==> src/ulsi_pkg.sv <==
package ulsi_pkg;
  // byte addresses of the register words
  localparam logic [31:0] ADDR_DATA = 32'hffff0800; // rx/tx, div low
  localparam logic [31:0] ADDR_IEN  = 32'hffff0804; // irq en, div high
  localparam logic [31:0] ADDR_IID  = 32'hffff0808; // irq ident
  localparam logic [31:0] ADDR_FMT  = 32'hffff080c; // format control
  localparam logic [31:0] ADDR_LCR  = 32'hffff0810; // line control
  localparam logic [31:0] ADDR_LSR  = 32'hffff0814; // line status
  localparam logic [31:0] ADDR_ISTS = 32'hffff0818; // sticky irq status
  localparam logic [31:0] ADDR_IMSK = 32'hffff081c; // irq mask
  // line control fields
  localparam int LC_LOOP = 4;
  localparam int LC_RTS  = 1;
  localparam int LC_DTR  = 0;
  localparam logic [7:0] LCR_MASK = 8'h13; // writable bits
  // format control fields
  localparam int FMT_DIVISOR_ACCESS_BIT = 7;
  localparam int FMT_BRK  = 6;
  localparam int FMT_SP   = 5;
  localparam int FMT_EPS  = 4;
  localparam int FMT_PEN  = 3;
  localparam int FMT_STOP = 2;
  // line status fields
  localparam int LS_TX_ALL_EMPTY_FLAG = 6;
  localparam int LS_TX_HOLDING_EMPTY_FLAG = 5;
  localparam int LS_BI   = 4;
  localparam int LS_FE   = 3;
  localparam int LS_PE   = 2;
  localparam int LS_OE   = 1;
  localparam int LS_DR   = 0;
  // interrupt enable fields, same layout in sticky status and mask
  localparam int IE_LINE = 2;
  localparam int IE_TX   = 1;
  localparam int IE_RX   = 0;
  // reset values
  localparam logic [7:0] LCR_RST = 8'h00;
  localparam logic [7:0] IEN_RST = 8'h00;
  localparam logic [7:0] FMT_RST = 8'h00;
  localparam logic [7:0] DIV_RST = 8'h00;
  localparam logic [7:0] LSR_RST = 8'h60;
  localparam logic [7:0] IID_RST = 8'h01;
  // ident source codes for bits 2:1
  localparam logic [1:0] IID_LINE = 2'h3;
  localparam logic [1:0] IID_RX   = 2'h2;
  localparam logic [1:0] IID_TX   = 2'h1;
  // longest frame: start, 8 data, parity, 2 stop
  localparam logic [19:0] FRAME_BITS = 20'h0000c;
  // serial state machines
  typedef enum logic [2:0] {
    SM_IDLE  = 3'b000,
    SM_START = 3'b001,
    SM_DATA  = 3'b010,
    SM_PAR   = 3'b011,
    SM_STOP  = 3'b100
  } ulsi_sm_e;
endpackage

==> src/ulsi_uart.sv <==
// Local design decision: the address-and-strobe port.
`timescale 1ns/1ps
module ulsi_uart
  import ulsi_pkg::*;
(
  input  wire logic        clk,           // 250 mhz clock
  input  wire logic        sys_rst,       // sync reset, active high
  input  wire logic        ce,            // clock enable, low freezes
  input  wire logic [31:0] addr,          // register byte address
  input  wire logic [31:0] wr_data,       // write data, low byte used
  input  wire logic        wr_en,         // write strobe
  input  wire logic        rd_en,         // read strobe
  output logic      [31:0] rd_data,       // read data, cycle after
  input  wire logic        serial_rx_pin, // serial input
  output logic             serial_tx_pin, // serial output
  output logic             rts_n,         // request to send, low
  output logic             dtr_n,         // terminal ready, low
  output logic             irq            // level interrupt
);

  // whole state of the block
  typedef struct packed {
    logic [7:0]  line_ctrl;  // loopback and modem overrides
    logic [7:0]  irq_en;     // per-source enables
    logic [7:0]  fmt;        // format control
    logic [7:0]  div_lo;     // divisor low byte
    logic [7:0]  div_hi;     // divisor high byte
    logic [7:0]  tx_hold;    // transmit holding byte
    logic        hold_full;  // holding byte pending
    ulsi_sm_e    tx_state;   // transmit sequencer
    logic [7:0]  tx_shift;   // transmit shifter
    logic [15:0] tx_cnt;     // transmit bit timer
    logic [2:0]  tx_bit;     // data or stop bit index
    logic        tx_par;     // running transmit parity
    logic        tx_line;    // shifter line level
    ulsi_sm_e    rx_state;   // receive sequencer
    logic [15:0] rx_cnt;     // receive bit timer
    logic [2:0]  rx_bit;     // data bit index
    logic [7:0]  rx_shift;   // receive shifter
    logic        rx_par;     // running receive parity
    logic        rx_perr;    // parity miss of frame in flight
    logic [7:0]  rx_buf;     // receive buffer byte
    logic        rx_ready;   // buffer holds a character
    logic        brk;        // break seen
    logic        fe;         // framing error
    logic        pe;         // parity error
    logic        oe;         // overrun error
    logic [19:0] low_cnt;    // consecutive low input cycles
    logic [2:0]  irq_sts;    // sticky interrupt status
    logic [2:0]  irq_mask;   // interrupt mask
    logic [7:0]  rd_byte;    // registered read answer
  } ulsi_state_s;

  localparam ulsi_state_s ST_RST = '{
    line_ctrl: LCR_RST,
    irq_en:    IEN_RST,
    fmt:       FMT_RST,
    div_lo:    DIV_RST,
    div_hi:    DIV_RST,
    tx_state:  SM_IDLE,
    rx_state:  SM_IDLE,
    tx_line:   1'b1,
    default:   '0
  };

  ulsi_state_s s;          // registered state
  ulsi_state_s next_s;     // next state
  logic        divisor_access_bit;       // divisor access selected
  logic [15:0] div_eff;    // bit period in cycles, never zero
  logic [2:0]  wlen_m1;    // data bits minus one
  logic        tx_int;     // internal transmit level
  logic        rx_in;      // receive level after loopback mux
  logic        tx_tick;    // transmit bit boundary
  logic        rx_tick;    // receive sample point
  logic [19:0] brk_lim;    // low cycles of the longest frame
  logic [7:0]  lsr;        // line status view
  logic        pend_line;  // line status source pending
  logic        pend_rx;    // receive full source pending
  logic        pend_tx;    // holding empty source pending
  logic [7:0]  ident;      // identification view
  logic        rx_done;    // character lands this cycle
  logic        brk_hit;    // break detected this cycle
  logic        rx_rd_clr;  // software reads receive buffer
  logic [15:0] rx_half;    // cycles from start edge to sample point
  logic        thr_wr;     // holding register write strobe

  // parity bit for an accumulated data parity
  function automatic logic par_bit(input logic p, input logic [7:0] f);
    par_bit = f[FMT_SP] ? f[FMT_EPS] : (f[FMT_EPS] ? p : ~p);
  endfunction

  // static decodes of configuration and the bit timers
  assign divisor_access_bit    = s.fmt[FMT_DIVISOR_ACCESS_BIT];
  assign div_eff = ({s.div_hi, s.div_lo} == 16'h0000) ?
                   16'h0001 : {s.div_hi, s.div_lo};
  assign wlen_m1 = {1'b1, s.fmt[1:0]};
  assign tx_tick = (s.tx_cnt == 16'h0000);
  assign rx_tick = (s.rx_cnt == 16'h0000);
  assign brk_lim = {4'h0, div_eff} * FRAME_BITS;
  // sample just before mid-bit so a two-cycle bit still lands inside
  assign rx_half = (div_eff - 16'h0001) >> 1;
  // break forces the line low; loopback feeds it straight back
  assign tx_int  = s.fmt[FMT_BRK] ? 1'b0 : s.tx_line;
  assign rx_in   = s.line_ctrl[LC_LOOP] ? tx_int : serial_rx_pin;

  // line status is built from state, so it cannot be written
  assign lsr = {1'b0,
                (!s.hold_full && s.tx_state == SM_IDLE),
                !s.hold_full,
                s.brk, s.fe, s.pe, s.oe, s.rx_ready};

  // enabled sources and the priority encoder behind ident
  assign pend_line = s.irq_en[IE_LINE] && (s.fe || s.pe || s.oe);
  assign pend_tx   = s.irq_en[IE_TX] && lsr[LS_TX_HOLDING_EMPTY_FLAG];
  assign pend_rx   = s.irq_en[IE_RX] && s.rx_ready;
  always_comb begin
    if (pend_line) begin
      ident = {5'h00, IID_LINE, 1'b0};
    end else if (pend_rx) begin
      ident = {5'h00, IID_RX, 1'b0};
    end else if (pend_tx) begin
      ident = {5'h00, IID_TX, 1'b0};
    end else begin
      ident = IID_RST;
    end
  end

  // pins and interrupt are gated from flops only, no input feeds them
  assign serial_tx_pin = s.line_ctrl[LC_LOOP] ? 1'b1 : tx_int;
  assign rts_n   = ~s.line_ctrl[LC_RTS];
  assign dtr_n   = ~s.line_ctrl[LC_DTR];
  assign irq     = |(s.irq_sts & s.irq_mask);
  assign rd_data = {24'h000000, s.rd_byte};
  assign rx_rd_clr = rd_en && addr == ADDR_DATA && !divisor_access_bit;
  assign thr_wr    = wr_en && addr == ADDR_DATA && !divisor_access_bit;

  // next state: read clears first, then sequencers set, then writes
  always_comb begin
    next_s  = s;
    rx_done = 1'b0;
    brk_hit = 1'b0;
    next_s.rd_byte = 8'h00;
    // read answers and their side effects
    if (rd_en) begin
      case (addr)
        ADDR_DATA: begin
          next_s.rd_byte = divisor_access_bit ? s.div_lo : s.rx_buf;
          if (!divisor_access_bit) begin
            next_s.rx_ready = 1'b0;
          end
        end
        ADDR_IEN:  next_s.rd_byte = divisor_access_bit ? s.div_hi : s.irq_en;
        ADDR_IID:  next_s.rd_byte = ident;
        ADDR_FMT:  next_s.rd_byte = s.fmt;
        ADDR_LCR:  next_s.rd_byte = s.line_ctrl;
        ADDR_LSR: begin
          next_s.rd_byte = lsr;
          // error flags clear on their own once software has seen them
          next_s.brk = 1'b0;
          next_s.fe  = 1'b0;
          next_s.pe  = 1'b0;
          next_s.oe  = 1'b0;
        end
        ADDR_ISTS: next_s.rd_byte = {5'h00, s.irq_sts};
        ADDR_IMSK: next_s.rd_byte = {5'h00, s.irq_mask};
        default:   next_s.rd_byte = 8'h00;
      endcase
    end
    // transmit bit timer
    if (s.tx_state != SM_IDLE) begin
      next_s.tx_cnt = tx_tick ? div_eff - 16'h0001 : s.tx_cnt - 16'h0001;
    end
    // transmit sequencer
    unique case (s.tx_state)
      SM_IDLE: begin
        next_s.tx_line = 1'b1;
        if (s.hold_full) begin
          next_s.tx_shift  = s.tx_hold;
          next_s.hold_full = 1'b0;
          next_s.tx_state  = SM_START;
          next_s.tx_cnt    = div_eff - 16'h0001;
          next_s.tx_line   = 1'b0;
          next_s.tx_par    = 1'b0;
          next_s.tx_bit    = 3'h0;
        end
      end
      SM_START: begin
        if (tx_tick) begin
          next_s.tx_state = SM_DATA;
          next_s.tx_line  = s.tx_shift[0];
        end
      end
      SM_DATA: begin
        if (tx_tick) begin
          next_s.tx_par   = s.tx_par ^ s.tx_shift[0];
          next_s.tx_shift = s.tx_shift >> 1;
          if (s.tx_bit == wlen_m1) begin
            next_s.tx_bit = 3'h0;
            if (s.fmt[FMT_PEN]) begin
              next_s.tx_state = SM_PAR;
              next_s.tx_line  = par_bit(s.tx_par ^ s.tx_shift[0], s.fmt);
            end else begin
              next_s.tx_state = SM_STOP;
              next_s.tx_line  = 1'b1;
            end
          end else begin
            next_s.tx_bit  = s.tx_bit + 3'h1;
            next_s.tx_line = s.tx_shift[1];
          end
        end
      end
      SM_PAR: begin
        if (tx_tick) begin
          next_s.tx_state = SM_STOP;
          next_s.tx_line  = 1'b1;
        end
      end
      SM_STOP: begin
        // a second stop bit is sent when selected
        if (tx_tick) begin
          if (s.fmt[FMT_STOP] && s.tx_bit == 3'h0) begin
            next_s.tx_bit = 3'h1;
          end else begin
            next_s.tx_state = SM_IDLE;
          end
        end
      end
      default: next_s.tx_state = SM_IDLE;
    endcase
    // receive bit timer
    if (s.rx_state != SM_IDLE) begin
      next_s.rx_cnt = rx_tick ? div_eff - 16'h0001 : s.rx_cnt - 16'h0001;
    end
    // receive sequencer, sampling near mid-bit
    unique case (s.rx_state)
      SM_IDLE: begin
        if (!rx_in) begin
          // the low level is seen one cycle late, so the sample point
          // is pulled one cycle in; at short bit times the detecting
          // sample itself stands in for the start check
          next_s.rx_bit   = 3'h0;
          next_s.rx_par   = 1'b0;
          next_s.rx_perr  = 1'b0;
          if (rx_half == 16'h0000) begin
            next_s.rx_state = SM_DATA;
            next_s.rx_cnt   = div_eff - 16'h0001;
          end else begin
            next_s.rx_state = SM_START;
            next_s.rx_cnt   = rx_half - 16'h0001;
          end
        end
      end
      SM_START: begin
        // a glitch shorter than half a bit is dropped
        if (rx_tick) begin
          next_s.rx_state = rx_in ? SM_IDLE : SM_DATA;
        end
      end
      SM_DATA: begin
        if (rx_tick) begin
          next_s.rx_shift = {rx_in, s.rx_shift[7:1]};
          next_s.rx_par   = s.rx_par ^ rx_in;
          if (s.rx_bit == wlen_m1) begin
            next_s.rx_state = s.fmt[FMT_PEN] ? SM_PAR : SM_STOP;
          end else begin
            next_s.rx_bit = s.rx_bit + 3'h1;
          end
        end
      end
      SM_PAR: begin
        if (rx_tick) begin
          next_s.rx_perr  = (rx_in != par_bit(s.rx_par, s.fmt));
          next_s.rx_state = SM_STOP;
        end
      end
      SM_STOP: begin
        // only the first stop bit is checked
        if (rx_tick) begin
          rx_done         = 1'b1;
          next_s.rx_state = SM_IDLE;
          next_s.rx_buf   = s.rx_shift >> (3'h7 - wlen_m1);
          // overrun looks at the flag after this cycle's read
          if (next_s.rx_ready) begin
            next_s.oe = 1'b1;
          end
          if (!rx_in) begin
            next_s.fe = 1'b1;
          end
          if (s.rx_perr) begin
            next_s.pe = 1'b1;
          end
          next_s.rx_ready = 1'b1;
        end
      end
      default: next_s.rx_state = SM_IDLE;
    endcase
    // break: low for one cycle past the longest frame, set once
    if (rx_in) begin
      next_s.low_cnt = 20'h00000;
    end else if (s.low_cnt != 20'hfffff) begin
      next_s.low_cnt = s.low_cnt + 20'h00001;
    end
    if (!rx_in && s.low_cnt == brk_lim) begin
      brk_hit    = 1'b1;
      next_s.brk = 1'b1;
    end
    // register writes
    if (wr_en) begin
      case (addr)
        ADDR_DATA: begin
          if (divisor_access_bit) begin
            next_s.div_lo = wr_data[7:0];
          end else begin
            // writing while full replaces the pending byte
            next_s.tx_hold   = wr_data[7:0];
            next_s.hold_full = 1'b1;
          end
        end
        ADDR_IEN: begin
          if (divisor_access_bit) begin
            next_s.div_hi = wr_data[7:0];
          end else begin
            next_s.irq_en = {5'h00, wr_data[2:0]};
          end
        end
        ADDR_FMT:  next_s.fmt = wr_data[7:0];
        ADDR_LCR:  next_s.line_ctrl = wr_data[7:0] & LCR_MASK;
        ADDR_ISTS: next_s.irq_sts = s.irq_sts & ~wr_data[2:0];
        ADDR_IMSK: next_s.irq_mask = wr_data[2:0];
        default: ;
      endcase
    end
    // pending sources set sticky bits after the clear, so set wins
    next_s.irq_sts[IE_LINE] = next_s.irq_sts[IE_LINE] | pend_line;
    next_s.irq_sts[IE_TX]   = next_s.irq_sts[IE_TX] | pend_tx;
    next_s.irq_sts[IE_RX]   = next_s.irq_sts[IE_RX] | pend_rx;
  end

  // single state register; the clock enable holds everything
  always_ff @(posedge clk) begin
    if (sys_rst) begin
      s <= ST_RST;
    end else if (ce) begin
      s <= next_s;
    end
  end
endmodule
==> config.mk <==
export PLATFORM = sky130hd
export DESIGN_NAME = ulsi_uart
export DESIGN_NICKNAME = d
export VERILOG_FILES = /design/src/ulsi_pkg.sv /design/src/ulsi_uart.sv
export SDC_FILE = /design/constraint.sdc
export NUM_CORES = 1
export LEC_CHECK = 0
export BUFFER_PORTS_ARGS = -buffer_cell sky130_fd_sc_hd__buf_2
export CAP_MARGIN = 5
export CELL_PAD_IN_SITES_DETAIL_PLACEMENT = 0
export CELL_PAD_IN_SITES_GLOBAL_PLACEMENT = 1
export CORE_MARGIN = 10
export CORE_UTILIZATION = 40
export CTS_CLUSTER_SIZE = 12
export DETAILED_ROUTE_END_ITERATION = 6
export PLACE_DENSITY_LB_ADDON = 0.1
export SLEW_MARGIN = 20
export SYNTH_ARGS = -nofsm -noshare
export SYNTH_HDL_FRONTEND = slang
export SYNTH_SLANG_ARGS = --single-unit
==> constraint.sdc <==
create_clock -name clk -period 4.25 [get_ports clk]
set_clock_uncertainty 0.15 [all_clocks]
set_input_delay 1.0625 -clock clk [delete_from_list [all_inputs] [get_ports clk]]
set_output_delay 1.0625 -clock clk [all_outputs]
set_load 0.03 [all_outputs]
==> reports/metrics.csv <==
metric,value,unit
synthTopCellsByArea,"dfxtp_1 (29%), nor2_1 (6.4%), mux2i_1 (6.0%)",
avgSynthCellArea,7.794,µm²
ys.flop_type,dfxtp_1,
cts_tree,yes,
yosys.cell_types.count,93,
vias,9893,
clk_latency,0.45,ns
dieArea,0.03313,mm²
power_frac_seq,0.434,
hold_buffers,0,
grt_antenna_before_repair,0,
switchingPower,0.9531,mW
hold_class,reg2reg,
vias_per_cell,5.650,
drt-initial-drc-count,737,
io_pins,106,
relSlewSlack,0.4352,
synthToLayoutAreaGrowth,12.72,%
cts_buffers,17,
drv_slew,0,
peakVddDrop,0.0002341,V
clockRootBuffer,clkbuf_16,
synth_top_area_cell,dfxtp_1,
yosys_warnings,0,
power_frac_clock,0.479,
cp_max_fo,2,
cp.arrival,4.26,ns
internal_power,2.333,mW
grt-ovfl-total,0,
yosysSeqAreaShare,0.2860,
crit_required,4.46,ns
status,completed,
initial_core_util,0.4052,
synth_edf_count,0,
htree_num_levels,4,
power,3.286,mW
period_needed,4.055,ns
final_cells,1751,
dp_hpwl,25440,µm
core.rowCount,59,
netlist_area,0.01050,mm²
cp-end-kind,register,
core,0.02591,mm²
comb_power_share,0.087,
yosys.area.top_type_share,0.2860,
finalNetCount,1521,
grt_pass1_wl,54050,µm
die-height,182.0,µm
dr.pass1.iters,5,
max_freq,0.2466,GHz
dp.cells,1718,
tightest_slew,0.8461,ns
drtAntennaViolNets,0,
r2r_slack,0.20,ns
clockBufferDepth,2,
grt_max_degree,69,
n_antenna_cell,0,
totalWireLength,34690,µm
powerDensity,277.7,mW/mm²
synth_common_cells,"nor2_1 (178), dfxtp_1 (150), nand2_1 (125)",
drcViolationCount,0,
async_flop_share,0,
final-setup-viol-count,0,
cp-start-kind,register,
routabilityCongestion,0.8931,
clock-sinks,150,
fp.dieW,182.0,µm
synth_most_common_cell,nor2_1,
grt_pass1_vias,9499,
rsz0062_at_grt,no,
maxCapViolCount,0,
p_leak,4.713,nW
fin_crit_sh,0.9540,
swShare,0.2900,
synthCells,1347,
finalHoldViolCount,0,
final_util,0.4567,
post_drt_wl_per_cell,19.81,µm
clk_pin_slew,0.08,ns
grt_usage,0.2030,
io_buffers,57,
drive_gt1_frac,0.1391,
ys_ff_latch,150,
tns,0,ns
critPathKind,reg2reg,
## layout by cell type (no fill, tap or decap), types with 6 or more instances in the layout
master,instances
a211oi_1,19
a21o_1,6
a21oi_1,84
a221oi_1,11
a22oi_1,13
a311oi_1,7
a31oi_1,12
and2_1,6
and3_1,14
buf_2,56
buf_4,59
clkbuf_16,17
conb_1,24
dfxtp_1,150
ha_1,47
inv_1,59
mux2i_1,63
mux4_2,6
nand2_1,125
nand2b_1,20
nand3_1,46
nand4_1,17
nor2_1,178
nor2b_1,9
nor3_1,31
nor4_1,8
o211ai_1,6
o21ai_0,63
o21bai_1,10
o22ai_1,25
o31ai_1,8
or2_2,7
or3_1,17
xnor2_1,39
xor2_1,34
## power by group through the flow
stage          Clock [mW]  Combinational, mW  Sequential, mW
6_report             1.57              0.285            1.43
4_1_cts              1.60              0.282            1.43
3_3_place_gp            0              0.280            1.46
3_5_place_dp            0              0.281            1.46
5_1_grt              1.65              0.312            1.43
2_1_floorplan           0              0.209            1.45
## cells by family after synthesis
kind of cell,share of synthesized area
flip-flops,0.2860
adder cells (fa/ha/maj),0.05792
other,0.0003572
XOR/XNOR,0.06483
multiplexers,0.07830
AO/OA/AOI/OAI,0.2013
buffers and inverters,0.07151
AND/OR/NAND/NOR,0.2398
## routing by layer
layer	global-route usage	up-vias	wire length (µm)
li1	-	4870	-
met4	0.06638	0	830
met5	0	-	0
met2	0.3255	267	15730
met3	0.03260	40	1415
met1	0.2709	4716	16710
## final timing paths
path | depth (start not counted) | to | start
worst max-delay path | 14 | lsr[4] | s[122]
worst min-delay path | 1 | rd_data[7] | rd_data[7]
worst max register to register | 14 | lsr[4] | s[122]
worst min register to register | 1 | rd_data[7] | rd_data[7]
## flip-flops by register name (all words and copies together), names as in the netlist
signal,cells
divisor_access_bit,1
lsr,5
rd_data,8
s,136
## worst max-delay path: stages, from the launching register on
cell,delay [ns]
dfxtp_1,0.31
inv_1,0.08
ha_1,0.16
or3b_1,0.36
or3_1,0.34
nand2_1,0.12
fa_1,0.48
xnor2_1,0.15
nor2_1,0.16
o2111ai_1,0.12
or4_1,0.49
or4_1,0.44
nor4_2,0.23
nand4_1,0.16
o31ai_1,0.23
## cell type report
type,instances,area [µm²]
Timing Repair Buffer,116,743.2
Clock inverter,14,157.7
Tap cell,335,419.2
Fill cell,2654,14080
Sequential cell,150,3003
Clock buffer,18,429.2
Inverter,59,221.5
Multi-Input combinational cell,1059,6860
## what timing repair did
action | CTS | global route
gates resized for setup | 0 | 4
setup buffers | 0 | 1
setup endpoints to repair | 0 | 6
## through the flow
stage                     setup WS [ns]  hold WS [ns]  area, µm²
after global placement           0.1825        0.2882      11220
after floorplan                 0.08946        0.2763      10590
final                            0.1954        0.3017      11830
after global routing           0.004056        0.3190      11830
after detailed placement         0.1732        0.2850      11220
after CTS                        0.1378        0.3079      11800
No activity file was read; power rests on OpenSTA's default activity.
